===== src/rotate_right_via_carry_op_consts.vh =====
// Purpose: constants for the rotate-right-through-carry execution block
// Assumes: 16-bit instruction word, 8-bit data, 4-bit bank select
// Notes:   definitions only
`ifndef RRCI_CONSTS_VH
`define RRCI_CONSTS_VH

`define RRCI_OPC_W        6
`define RRCI_OPC_VALUE    6'h0C
`define RRCI_OPC_HI       15
`define RRCI_OPC_LO       10
`define RRCI_DEST_BIT     9
`define RRCI_ACC_BIT      8
`define RRCI_F_HI         7
`define RRCI_F_LO         0
`define RRCI_DATA_W       8
`define RRCI_DATA_MSB     7
`define RRCI_DATA_LSB     0
`define RRCI_LIT_MAX      8'h5F
`define RRCI_ACC_SPLIT    8'h60
`define RRCI_ACC_HI_BANK  4'hF
`define RRCI_ACC_LO_BANK  4'h0
`define RRCI_BSR_W        4
`define RRCI_ADDR_W       12
`define RRCI_BYTE_ZERO    8'h00
`define RRCI_ADDR_ZERO    12'h000
`define RRCI_ST_IDLE      2'h0
`define RRCI_ST_READ      2'h1
`define RRCI_ST_WRITE     2'h2

`endif


===== src/rrci_addr_gen.v =====
// Purpose: operand address generation for byte-oriented access
// Assumes: fixed access bank split at 60h; indexed mode adds the field to an index base
// Notes:   purely combinational
`timescale 1ns/1ps
`include "rotate_right_via_carry_op_consts.vh"

module rrci_addr_gen (
  input  wire [7:0]                f_field_in,
  input  wire                      bank_access_in,
  input  wire                      ext_set_en_in,
  input  wire [`RRCI_BSR_W-1:0]    bank_select_register_in,
  input  wire [`RRCI_ADDR_W-1:0]   index_base_in,
  output reg  [`RRCI_ADDR_W-1:0]   addr_out,
  output reg                       indexed_out
);

  always @* begin
    indexed_out = 1'b0;
    if (bank_access_in) begin
      addr_out = {bank_select_register_in, f_field_in};
    end else if (ext_set_en_in && (f_field_in <= `RRCI_LIT_MAX)) begin
      indexed_out = 1'b1;
      addr_out    = index_base_in + {4'h0, f_field_in};
    end else if (f_field_in < `RRCI_ACC_SPLIT) begin
      addr_out = {`RRCI_ACC_LO_BANK, f_field_in};
    end else begin
      addr_out = {`RRCI_ACC_HI_BANK, f_field_in};
    end
  end

endmodule


===== src/rrci_core.v =====
// Purpose: execute the rotate-right-through-carry byte instruction
// Assumes: synchronous data memory port with one-cycle read latency
// Notes:   decode, read, process and write mirror the four-phase instruction timing
`timescale 1ns/1ps
`include "rotate_right_via_carry_op_consts.vh"

////////////////////////////////////////////////////////////////////////////////
module rrci_core (
  input  wire                      clk_sys_in,
  input  wire                      rst_n_in,
  input  wire                      instr_valid_in,
  input  wire [15:0]               instr_word_in,
  input  wire                      ext_set_en_in,
  input  wire [`RRCI_BSR_W-1:0]    bank_select_register_in,
  input  wire [`RRCI_ADDR_W-1:0]   index_base_in,
  input  wire                      carry_in,
  input  wire [7:0]                mem_rdata_in,
  output wire                      instr_ready_out,
  output wire                      instr_match_out,
  output wire                      mem_rd_out,
  output wire                      mem_wr_out,
  output wire [`RRCI_ADDR_W-1:0]   mem_addr_out,
  output wire [7:0]                mem_wdata_out,
  output wire                      acc_we_out,
  output wire [7:0]                acc_wdata_out,
  output wire                      flags_we_out,
  output wire                      carry_out,
  output wire                      negative_out,
  output wire                      zero_out,
  output wire                      indexed_out,
  output wire                      done_out
);

  localparam [1:0] ST_IDLE  = `RRCI_ST_IDLE;
  localparam [1:0] ST_READ  = `RRCI_ST_READ;
  localparam [1:0] ST_WRITE = `RRCI_ST_WRITE;

  ////////////////////////////////////////////////////////////////////////////////
  // sequencer state and latched instruction fields
  reg  [1:0]                 state_r;
  reg  [1:0]                 state_nxt;
  reg                        dest_r;
  reg                        dest_nxt;
  reg                        carry_old_r;
  reg                        carry_old_nxt;

  // registered outputs
  reg                        mem_rd_r;
  reg                        mem_rd_nxt;
  reg                        mem_wr_r;
  reg                        mem_wr_nxt;
  reg  [`RRCI_ADDR_W-1:0]    mem_addr_r;
  reg  [`RRCI_ADDR_W-1:0]    mem_addr_nxt;
  reg  [`RRCI_DATA_W-1:0]    mem_wdata_r;
  reg  [`RRCI_DATA_W-1:0]    mem_wdata_nxt;
  reg                        acc_we_r;
  reg                        acc_we_nxt;
  reg  [`RRCI_DATA_W-1:0]    acc_wdata_r;
  reg  [`RRCI_DATA_W-1:0]    acc_wdata_nxt;
  reg                        flags_we_r;
  reg                        flags_we_nxt;
  reg                        carry_r;
  reg                        carry_nxt;
  reg                        negative_r;
  reg                        negative_nxt;
  reg                        zero_r;
  reg                        zero_nxt;
  reg                        indexed_r;
  reg                        indexed_nxt;
  reg                        done_r;
  reg                        done_nxt;

  wire [`RRCI_DATA_W-1:0]    result_c;
  wire [`RRCI_ADDR_W-1:0]    addr_c;
  wire                       indexed_c;
  wire                       match_c;
  wire                       idle_c;
  wire                       take_c;

  ////////////////////////////////////////////////////////////////////////////////
  // opcode prefix match
  assign match_c = (instr_word_in[`RRCI_OPC_HI:`RRCI_OPC_LO] == `RRCI_OPC_VALUE);
  assign idle_c  = (state_r == ST_IDLE);
  // words with another opcode, or offered while busy, are dropped without trace
  assign take_c  = instr_valid_in && match_c && idle_c;

  assign instr_match_out = match_c;
  assign instr_ready_out = idle_c;

  rrci_addr_gen u_addr (
    .f_field_in              (instr_word_in[`RRCI_F_HI:`RRCI_F_LO]),
    .bank_access_in          (instr_word_in[`RRCI_ACC_BIT]),
    .ext_set_en_in           (ext_set_en_in),
    .bank_select_register_in (bank_select_register_in),
    .index_base_in           (index_base_in),
    .addr_out                (addr_c),
    .indexed_out             (indexed_c)
  );

  ////////////////////////////////////////////////////////////////////////////////
  // shift down one
  genvar gi;
  generate
    for (gi = 0; gi < `RRCI_DATA_MSB; gi = gi + 1) begin : g_rot
      assign result_c[gi] = mem_rdata_in[gi + 1];
    end
  endgenerate

  assign result_c[`RRCI_DATA_MSB] = carry_old_r;

  ////////////////////////////////////////////////////////////////////////////////
  // pulses drop back to zero by default, held values keep their last state
  always @* begin
    state_nxt     = state_r;
    dest_nxt      = dest_r;
    carry_old_nxt = carry_old_r;
    mem_rd_nxt    = 1'b0;
    mem_wr_nxt    = 1'b0;
    mem_addr_nxt  = mem_addr_r;
    mem_wdata_nxt = mem_wdata_r;
    acc_we_nxt    = 1'b0;
    acc_wdata_nxt = acc_wdata_r;
    flags_we_nxt  = 1'b0;
    carry_nxt     = carry_r;
    negative_nxt  = negative_r;
    zero_nxt      = zero_r;
    indexed_nxt   = indexed_r;
    done_nxt      = 1'b0;
    case (state_r)
      ST_IDLE: begin
        if (take_c) begin
          // address and carry are latched here so later changes cannot corrupt them
          state_nxt     = ST_READ;
          dest_nxt      = instr_word_in[`RRCI_DEST_BIT];
          carry_old_nxt = carry_in;
          mem_addr_nxt  = addr_c;
          indexed_nxt   = indexed_c;
          mem_rd_nxt    = 1'b1;
        end
      end
      ST_READ: begin
        // memory answers one cycle after the read pulse
        state_nxt = ST_WRITE;
      end
      ST_WRITE: begin
        state_nxt = ST_IDLE;
        if (dest_r) begin
          mem_wr_nxt    = 1'b1;
          mem_wdata_nxt = result_c;
        end else begin
          acc_we_nxt    = 1'b1;
          acc_wdata_nxt = result_c;
        end
        flags_we_nxt = 1'b1;
        carry_nxt    = mem_rdata_in[`RRCI_DATA_LSB];
        negative_nxt = result_c[`RRCI_DATA_MSB];
        zero_nxt     = (result_c == `RRCI_BYTE_ZERO);
        done_nxt     = 1'b1;
      end
      default: begin
        state_nxt = ST_IDLE;
      end
    endcase
  end

  ////////////////////////////////////////////////////////////////////////////////
  always @(posedge clk_sys_in) begin
    if (!rst_n_in) begin
      state_r     <= ST_IDLE;
      dest_r      <= 1'b0;
      carry_old_r <= 1'b0;
      mem_rd_r    <= 1'b0;
      mem_wr_r    <= 1'b0;
      mem_addr_r  <= `RRCI_ADDR_ZERO;
      mem_wdata_r <= `RRCI_BYTE_ZERO;
      acc_we_r    <= 1'b0;
      acc_wdata_r <= `RRCI_BYTE_ZERO;
      flags_we_r  <= 1'b0;
      carry_r     <= 1'b0;
      negative_r  <= 1'b0;
      zero_r      <= 1'b0;
      indexed_r   <= 1'b0;
      done_r      <= 1'b0;
    end else begin
      state_r     <= state_nxt;
      dest_r      <= dest_nxt;
      carry_old_r <= carry_old_nxt;
      mem_rd_r    <= mem_rd_nxt;
      mem_wr_r    <= mem_wr_nxt;
      mem_addr_r  <= mem_addr_nxt;
      mem_wdata_r <= mem_wdata_nxt;
      acc_we_r    <= acc_we_nxt;
      acc_wdata_r <= acc_wdata_nxt;
      flags_we_r  <= flags_we_nxt;
      carry_r     <= carry_nxt;
      negative_r  <= negative_nxt;
      zero_r      <= zero_nxt;
      indexed_r   <= indexed_nxt;
      done_r      <= done_nxt;
    end
  end

  ////////////////////////////////////////////////////////////////////////////////
  // every data output leaves straight from a flip-flop
  assign mem_rd_out    = mem_rd_r;
  assign mem_wr_out    = mem_wr_r;
  assign mem_addr_out  = mem_addr_r;
  assign mem_wdata_out = mem_wdata_r;
  assign acc_we_out    = acc_we_r;
  assign acc_wdata_out = acc_wdata_r;
  assign flags_we_out  = flags_we_r;
  assign carry_out     = carry_r;
  assign negative_out  = negative_r;
  assign zero_out      = zero_r;
  assign indexed_out   = indexed_r;
  assign done_out      = done_r;

endmodule


===== config.mk =====
export PLATFORM = sky130hd
export DESIGN_NAME = rrci_core
export DESIGN_NICKNAME = d
export VERILOG_FILES = /design/src/rrci_addr_gen.v /design/src/rrci_core.v
export VERILOG_INCLUDE_DIRS = /design/src /design/src/src
export SDC_FILE = /design/constraint.sdc
export NUM_CORES = 1
export LEC_CHECK = 0
export BUFFER_PORTS_ARGS = -buffer_cell sky130_fd_sc_hd__buf_2
export CAP_MARGIN = 20
export CORE_UTILIZATION = 50
export DETAILED_ROUTE_END_ITERATION = 8
export PLACE_DENSITY = 0.82
export SYNTH_ARGS = -nofsm -noshare
export SYNTH_HDL_FRONTEND = slang
export SYNTH_SLANG_ARGS = --single-unit

===== constraint.sdc =====
create_clock -name clk_sys_in -period 4 [get_ports clk_sys_in]
set_input_delay 0.8 -clock clk_sys_in [delete_from_list [all_inputs] [get_ports clk_sys_in]]
set_output_delay 0.8 -clock clk_sys_in [all_outputs]
set_load 0.01 [all_outputs]

## Yosys cells after proc, flatten, opt, wreduce, memory -nomap -nowiden

Cells that the tools add are included.

- Memories: 0
- ROM bits: 0
- Input port bits: 45
- Flip-flop bits (word level): 40
- Latch bits: 0
- Memory bits (writable): 0

- Magnitude comparators: 2
- Add/sub/neg operators: 1
- $mul: 0
- Divide/modulo/power cells: 0
- Bitwise logic cells: 1
- Shift-type cells: 0
- Reduce and logical (&&, ||, !) cells: 10
- Multiplexer cells: 11
- Equality and inequality tests: 4

Operator list:

| kind | number |
|---|---|
| $mux 12 | 3 |
| $add 12x8->12 | 1 |
| $reduce_and 2->1 | 5 |
| $le 8x7->1 const B | 1 |
| $logic_not 8->1 | 1 |
| $lt 8x7->1 const B | 1 |
| $eq 6x4->1 const B | 1 |
| $mux 1 | 6 |
| $pmux 2 s2 | 1 |
| $logic_and 1x1->1 | 3 |
| $eq 2x1->1 const B | 1 |
| $eq 2x2->1 const B | 1 |
| $logic_not 2->1 | 1 |
| $mux 2 | 1 |
| $ne 2x1->1 const B | 1 |
| $not 1->1 | 1 |

## Depth between registers and ports, before layout

Gate-level depths: netlist (run 1).

- Word-level depth: 5
- Mapped depth: 8
- Depth with buffers taken out: 8

## By module

Synthesis (run 1) repeated with hierarchy kept, for this count alone.

- Cell total of the unflattened synthesis: 249
- Area total of the unflattened synthesis: 2194.6 um^2

Modules (own cells, without submodules):

| module | area an instance (um^2) | cells an instance | times used | seq. area each (um^2) |
|---|---|---|---|---|
| rrci_core | 1565.3 | 154 | 1 | 800.8 |
| rrci_addr_gen | 629.4 | 95 | 1 | 0.0 |

## Least setup slack after synthesis (run 1)

OpenSTA, ideal clock, no wires.

- Kind: input to register
- From: input port instr_word_in[0]
- To: register mem_addr_r[6] (netlist: mem_addr_out[6])
- Required time: 3.884 ns
- Setup time: 0.116 ns
- Setup slack: 1.657 ns
- Stages on the path: 8
- Buffers on the path: 0
- Data arrival time: 2.228 ns
- Cells stage by stage: ha_1 inv_1 fa_1 nor2b_1 o211ai_1 a21boi_1 o21ai_0 a31o_1

- Cells in the longest elaborated chain, start to end: 4
- Elaborated cells on any way between the ends: 5
- Classes of those cells: add/sub: 1; order compare: 1; mux: 2; reduce/logical: 1

Ends and longest elaborated chain:

| what | line | RTL |
|---|---|---|
| start: declaration | rrci_core.v:12 | `input wire [15:0] instr_word_in,` |
| parallel branches: the longest is 2 deep, another holds $add 12x8->12 | - |  |
| $mux 12 (*) | rrci_addr_gen.v:21 | `` end else if (ext_set_en_in && (f_field_in <= `RRCI_LIT_MAX)) begin `` |
| $mux 12 (*) | rrci_addr_gen.v:19 | `if (bank_access_in) begin` |
| end signal: assignment | rrci_core.v:174 | `` mem_addr_r <= `RRCI_ADDR_ZERO; `` |
| end signal: assignment | rrci_core.v:190 | `mem_addr_r <= mem_addr_nxt;` |
| end: declaration | rrci_core.v:52 | `` reg [`RRCI_ADDR_W-1:0] mem_addr_r; `` |

Mark *: on every way between the ends.
A chain may end at the register's enable or synchronous reset.

## Worst setup path after layout (run 1)

Ends and elaborated chain as after synthesis.

==> results of run 1 <==
-- placed cells by master (no fill, tap or decap), types with 2 or more instances in the layout --
cell,instances
buf_2,83
dfxtp_1,40
a21oi_1,28
nand2_1,26
nor2_1,25
nand3_1,18
o21ai_0,10
mux2i_1,9
ha_1,8
inv_1,7
nor3_1,7
clkbuf_8,5
nor2b_1,4
o211ai_1,4
nand2b_1,3
a211oi_1,3
o21ai_1,3
nor4_1,3
o21a_1,3
nor2_2,2
and2_1,2
o2111ai_1,2
xor2_1,2
or3_1,2
nor3b_1,2
clkinv_2,2
-- worst max path at each step --
stage / startpoint / endpoint / slack, ns / cells past startpoint
after detailed placement: instr_word_in[0] / mem_addr_out[6] / 1.36 / 9
after floorplan: instr_word_in[0] / mem_addr_out[6] / 1.66 / 8
after CTS: instr_word_in[0] / mem_addr_out[6] / 1.69 / 9
after global placement: instr_word_in[0] / mem_addr_out[6] / 1.42 / 9
after global routing: instr_word_in[0] / mem_addr_out[6] / 1.48 / 9
final: instr_word_in[0] / mem_addr_out[6] / 1.62 / 9
-- cell type report --
class	instances	area [sq um]	area share, %
multi-input cells	190	1190	46.0
well taps	50	62.6	2.42
flip-flops and latches	40	801	31.0
clock inverters	3	18.8	0.726
repair buffers	83	415	16.1
clock buffers	5	68.8	2.66
inverters	8	30.0	1.16
-- flip-flops by register name, indices dropped and copies added, names as in the netlist --
register       cells
mem_addr_out      12
acc_wdata_out      8
mem_wdata_out      8
state_r            2
acc_we_out         1
carry_old_r        1
carry_out          1
dest_r             1
done_out           1
indexed_out        1
mem_rd_out         1
mem_wr_out         1
negative_out       1
zero_out           1
-- tightest hold or removal path: cells and delay by family, from the launching register on --
family | cells | cell delay [ns]
flip-flops | 1 | 0.31
AO/OA/AOI/OAI | 1 | 0.05
AND/OR/NAND/NOR | 1 | 0.05
-- cell families after synthesis --
family	synth area share, %
XOR/XNOR	1.27
AND/OR/NAND/NOR	25.4
AO/OA/AOI/OAI	20.1
buffers and inverters	3.81
flip-flops	38.7
multiplexers	4.90
adder cells (fa/ha/maj)	5.81
-- stage by stage --
step	cell area [sq um]	util (%)	hold WS, ns	std cells
2_1_floorplan	2070	-	0.432	249
3_3_place_gp	2500	62.9	0.440	371
3_5_place_dp	2500	62.9	0.444	371
4_1_cts	2580	65.1	0.455	379
5_1_grt	2580	65.1	0.480	379
6_report	2580	65.1	0.456	379
-- power by group --
part	leakage (nW)	internal (W)	total (W)	switching (W)
logic	0.777	0.0000461	0.000109	0.0000633
clock network	0.0479	0.000122	0.000266	0.000145
registers	0.322	0.000399	0.000400	0.000000727
total	1.15	0.000567	0.000775	0.000209
-- per-layer routing --
metal | track usage (%) | routed length (microns) | vias up
met5 | 0 | 0 | -
met4 | 8.78 | 68 | 0
met3 | 5.52 | 328 | 6
met2 | 40.3 | 2330 | 76
met1 | 28.9 | 2180 | 960
li1 | - | - | 1040
==> results.sh, run 1 <==
export IMPL_timing_critical_path_cells="buf_2 -> ha_1 -> inv_1 -> fa_1 -> nor2b_1 -> o211ai_1 -> a21boi_1 -> o21ai_0 -> a31o_1"
export IMPL_power_leakage_nw=1.15
export IMPL_yosysUniqueCellTypes=51
export IMPL_cts_repair_timing_setup_buffer_count=0
export IMPL_grt_pass1_vias=1877
export IMPL_cp_max_fo=6
export IMPL_timing_critical_path_required_ns=4.19
export IMPL_number_of_synthesized_flops_with_an_enable_pin=0
export IMPL_crit_path_max_incr_delay_ns=0.37
export IMPL_layout_nets=382
export IMPL_synthesis_nets=303
export IMPL_vias=2082
export IMPL_timing_setup_critical_path_class="primary input to flip-flop"
export IMPL_synth_area_top_cells="dfxtp_1 39%, a21oi_1 6.8%, ha_1 4.8%"
export IMPL_port_buffers=83
export IMPL_critPathSlowestCell="fa_1"
export IMPL_post_route_drc_count=0
export IMPL_final_ant_viol_nets=0
export IMPL_synthFlopType="dfxtp_1"
export IMPL_floorplan_core_area_sq_um=3970
export IMPL_tritoncts_clock_tree="built"
export IMPL_max_slew_margin_pct=43.2
export IMPL_syn_inst=249
export IMPL_power_w=0.000775
export IMPL_cp_top_family="compound AO/OA/AOI/OAI gates"
export IMPL_ys_ff_latch=40
export IMPL_timing_hold_worst_path_depth=2
export IMPL_place_gp_congestion=0.838
export IMPL_slew_violations=0
export IMPL_timing_setup_tns_ns=0
export IMPL_worst_reg_to_reg_setup_slack_ns=2.22
export IMPL_hpwl_microns=3760
export IMPL_antenna_cells=0
export IMPL_achievable_frequency_mhz=421
export IMPL_timing_final_hold_violations=0
export IMPL_grt_setup_unrepaired="no"
export IMPL_grt_use_total_pct=23.8
export IMPL_ios=84
export IMPL_floorplan_die_height_microns=66.3
export IMPL_worst_r2r_endpoint="mem_addr_out[10]"
export IMPL_detail_route_wirelength_microns=4900
export IMPL_worstSetupStartpointType="primary input"
export IMPL_finalCriticalPeriod_ns=2.38
export IMPL_power_density_nw_per_um2=300
export IMPL_outcome="complete, no violations"
export IMPL_min_path_type="flip-flop to flip-flop"
export IMPL_total_iterations_of_the_first_detailed_routing_run=5
export IMPL_synth_top_cells_by_count="40 x dfxtp_1, 28 x a21oi_1, 26 x nand2_1, 25 x nor2_1, 18 x nand3_1"
export IMPL_dieArea_sq_um=4400
export IMPL_worst_setup_path_end_kind="flip-flop"
export IMPL_grt_start_max_net_pins=30
export IMPL_min_delay_worst_endpoint="mem_wdata_out[0]"
export IMPL_area_growth_syn_to_layout_pct=25.0
export IMPL_synthDominantAreaCellType="dfxtp_1"
export IMPL_reg2regPathDepth=5
export IMPL_final_min_period_over_clock_period_pct=59.4
export IMPL_yosysWarningCount=0
export IMPL_worstPathBufferInverterCount=2
export IMPL_worst_slew_pin_transition_ns=0.851
export IMPL_post_drt_via_cell_ratio=5.49
export IMPL_worstSkewPairLatency_ns=0.30
export IMPL_synth_most_common_cell="dfxtp_1"
export IMPL_ys_seq_area_share_pct=38.7
export IMPL_fin_worst_skew_ns=0.0101
export IMPL_cts_buffers_inserted=5
export IMPL_grt_pass1_wl_microns=7990
export IMPL_synth_async_reset_ratio_pct=0
export IMPL_nFillCells=355
export IMPL_start_util_pct=52.1
export IMPL_synth_largest_type_area_fraction_pct=38.7
export IMPL_cts_root_to_sink_buffers=2
export IMPL_vdd_drop_max_mv=0.169
export IMPL_place_ws_ns=1.36
export IMPL_ctsHoldBuffers=0
export IMPL_mapped_area_sq_um=2070
export IMPL_fin_ws_ns=1.62
export IMPL_clock_tree_htree_level_count=2
export IMPL_clock_pin_slew_on_the_worst_setup_and_hold_paths_ns=0.09
export IMPL_num_rows=23
export IMPL_cts_root_buffer_cell="clkbuf_8"
export IMPL_post_route_cells_drive_above_1_share_pct=30.1
export IMPL_setup_violations=0
export IMPL_syn_mean_instance_area_sq_um=8.31
export IMPL_post_cts_resized_instances=0
export IMPL_critPathArrivalTime_ns=2.57
export IMPL_number_of_antenna_violations_at_the_first_check_in_global_routing=0
export IMPL_wire_per_inst_microns=12.9
export IMPL_rr_startpoint="state_r[1]"
export IMPL_fp_dieW_microns=66.3
export IMPL_worst_hold_startpoint="mem_wdata_out[0]"
export IMPL_drt_iter0_drc=105
export IMPL_cts_sinks=40
export IMPL_overflow=0
export IMPL_cap_viol_max_count=0
Power figures use the tool's default switching activity.
==> run 2, diff against run 1 <==
CORE_UTILIZATION = 43   (was 50)
PLACE_DENSITY = 0.75   (was 0.82)
clock period = 1.94 ns   (was 4 ns; I/O delays follow)
==> results.sh, run 2 (synthesis gave the netlist of run 1 again) <==
export IMPL_cp_top_family="compound AO/OA/AOI/OAI gates"
export IMPL_layout_commonest_cell="buf_2"
export IMPL_achievable_frequency_mhz=560
export IMPL_power_leakage_nw=1.28
export IMPL_gr_max_usage_layer="met2"
export IMPL_layout_nets=406
export IMPL_flip_flop_count_of_the_largest_register_all_copies_and_words_added=12
export IMPL_setup_violations=0
export IMPL_total_iterations_of_the_first_detailed_routing_run=8
export IMPL_hpwl_microns=4150
export IMPL_antenna_cells=0
export IMPL_wire_per_inst_microns=12.9
export IMPL_fin_ws_ns=0.154
export IMPL_vdd_drop_max_mv=0.439
export IMPL_final_min_period_over_clock_period_pct=92.1
export IMPL_outcome="complete, but fails checks"
export IMPL_critPathArrivalTime_ns=1.97
export IMPL_detail_route_wirelength_microns=5230
export IMPL_place_gp_congestion=0.899
export IMPL_place_ws_ns=-0.135
export IMPL_tritoncts_clock_tree="built"
export IMPL_timing_final_hold_violations=0
export IMPL_fp_dieW_microns=71.4
export IMPL_timing_critical_path_required_ns=2.12
export IMPL_clock_pin_slew_on_the_worst_setup_and_hold_paths_ns=0.08
export IMPL_cts_root_to_sink_buffers=2
export IMPL_ctsHoldBuffers=0
export IMPL_max_slew_margin_pct=64.3
export IMPL_finalCriticalPeriod_ns=1.79
export IMPL_port_buffers=83
export IMPL_clkPwrFrac_pct=39.4
export IMPL_placement_cell_area_sq_um=2680
export IMPL_floorplan_core_area_sq_um=4470
export IMPL_post_route_cells_drive_above_1_share_pct=34.8
export IMPL_timing_setup_critical_path_class="primary input to flip-flop"
export IMPL_cts_repair_timing_setup_buffer_count=0
export IMPL_worstSetupStartpointType="primary input"
export IMPL_number_of_antenna_violations_at_the_first_check_in_global_routing=0
export IMPL_cts_buffers_inserted=5
export IMPL_grtUsageMet3_pct=3.23
export IMPL_post_drt_via_cell_ratio=5.33
export IMPL_holdWs_ns=0.346
export IMPL_seq_power_share_pct=45.6
export IMPL_crit_path_max_incr_delay_ns=0.43
export IMPL_slew_violations=0
export IMPL_worstSkewPairLatency_ns=0.28
export IMPL_net_switching_power_w=0.000433
export IMPL_ios=84
export IMPL_timing_setup_tns_ns=0
export IMPL_grt_pass1_wl_microns=8720
export IMPL_overflow=0
export IMPL_dieArea_sq_um=5090
export IMPL_grt_pass1_vias=2047
export IMPL_drt_iter0_drc=90
export IMPL_power_internal_w=0.00137
export IMPL_floorplan_die_height_microns=71.4
export IMPL_globalRouteMet2Util_pct=37.8
export IMPL_power_density_nw_per_um2=645
export IMPL_min_path_type="primary input to flip-flop"
export IMPL_regArea_sq_um=801
export IMPL_cts_sinks=40
export IMPL_netSwitchingFraction_pct=24.0
export IMPL_fin_worst_skew_ns=0.00778
export IMPL_multi_input_logic_area_sq_um=1190
export IMPL_cap_viol_max_count=0
export IMPL_num_rows=24
export IMPL_grt_use_total_pct=21.5
export IMPL_critPathSlowestCell="a211oi_1"
export IMPL_timing_critical_path_cells="buf_2 -> ha_1 -> a211oi_1 -> nor3_2 -> or3_1 -> a21boi_0 -> o21ai_1"
export IMPL_clock_tree_htree_level_count=2
export IMPL_failing_checks="DRC"
export IMPL_power_frac_comb_pct=15.0
export IMPL_cp_max_fo=3
export IMPL_vias=2160
export IMPL_worst_setup_path_end_kind="flip-flop"
export IMPL_worst_slew_pin_transition_ns=0.534
export IMPL_post_cts_resized_instances=0
export IMPL_cts_root_buffer_cell="clkbuf_8"
export IMPL_area_of_all_placed_cells_without_fillers_sq_um=2800
export IMPL_grt_setup_unrepaired="no"
export IMPL_start_util_pct=46.2
export IMPL_final_ant_viol_nets=0
export IMPL_worstPathBufferInverterCount=1
export IMPL_post_route_drc_count=7
export IMPL_area_growth_syn_to_layout_pct=35.5
export IMPL_global_route_usage_met1_pct=26.3
export IMPL_most_common_layout_cells="83 x buf_2, 40 x dfxtp_1, 28 x a21oi_1"
export IMPL_grt_start_max_net_pins=16
export IMPL_nFillCells=410
run 2: cell types whose count changed in the layout (fill, tap and decap cells not counted):
cell       previous run  this run
clkinv_2              2         0
buf_4                 0        24
bufinv_16             0         1
clkbuf_8              5         6
run 2: routing by layer:
| metal | part of all wire, % | vias up |
|---|---|---|
| met5 | 0 | - |
| met4 | 1.5 | 0 |
| met3 | 5.1 | 6 |
| met2 | 49 | 69 |
| met1 | 44 | 989 |
| li1 | - | 1096 |
run 2: worst paths after layout:
check	from	endpoint	slack, ns	depth (start not counted)
setup reg to reg	state_r[1]	mem_addr_out[10]	0.45	5
hold / removal	mem_rdata_in[0]	carry_out	0.35	3
hold reg to reg	carry_out	carry_out	0.45	2
setup / recovery	instr_word_in[1]	mem_addr_out[9]	0.15	7
run 2: tightest hold or removal path: cells and delay by family:
family / cells / cell delay, ns
simple gates: 1 / 0.05
buf+inv: 1 / 0.10
compound gates: 1 / 0.05
run 2: layout make-up:
class / count / area share (%)
clock inverters: 2 / 1.38
clock buffers: 6 / 2.95
inverters: 8 / 1.07
well taps: 52 / 2.32
flip-flops and latches: 40 / 28.6
repair buffers: 107 / 21.3
multi-input cells: 190 / 42.4
run 2: power by group through the flow:
stage / Combinational (W) / Sequential [W] / Clock, W
floorplan: 0.000132 / 0.000844 / 0
global placement: 0.000265 / 0.000843 / 0
detailed placement: 0.000268 / 0.000843 / 0
CTS: 0.000269 / 0.000824 / 0.000724
global route: 0.000298 / 0.000824 / 0.000759
finish: 0.000270 / 0.000824 / 0.000712
run 2: stage by stage:
step | utilization, % | std cells | total power [W]
finish | 62.6 | 405 | 0.00181
global route | 62.6 | 405 | 0.00188
CTS | 62.6 | 405 | 0.00182
detailed placement | 59.9 | 397 | 0.00111
global placement | 59.9 | 397 | 0.00111
floorplan | - | 249 | 0.000976
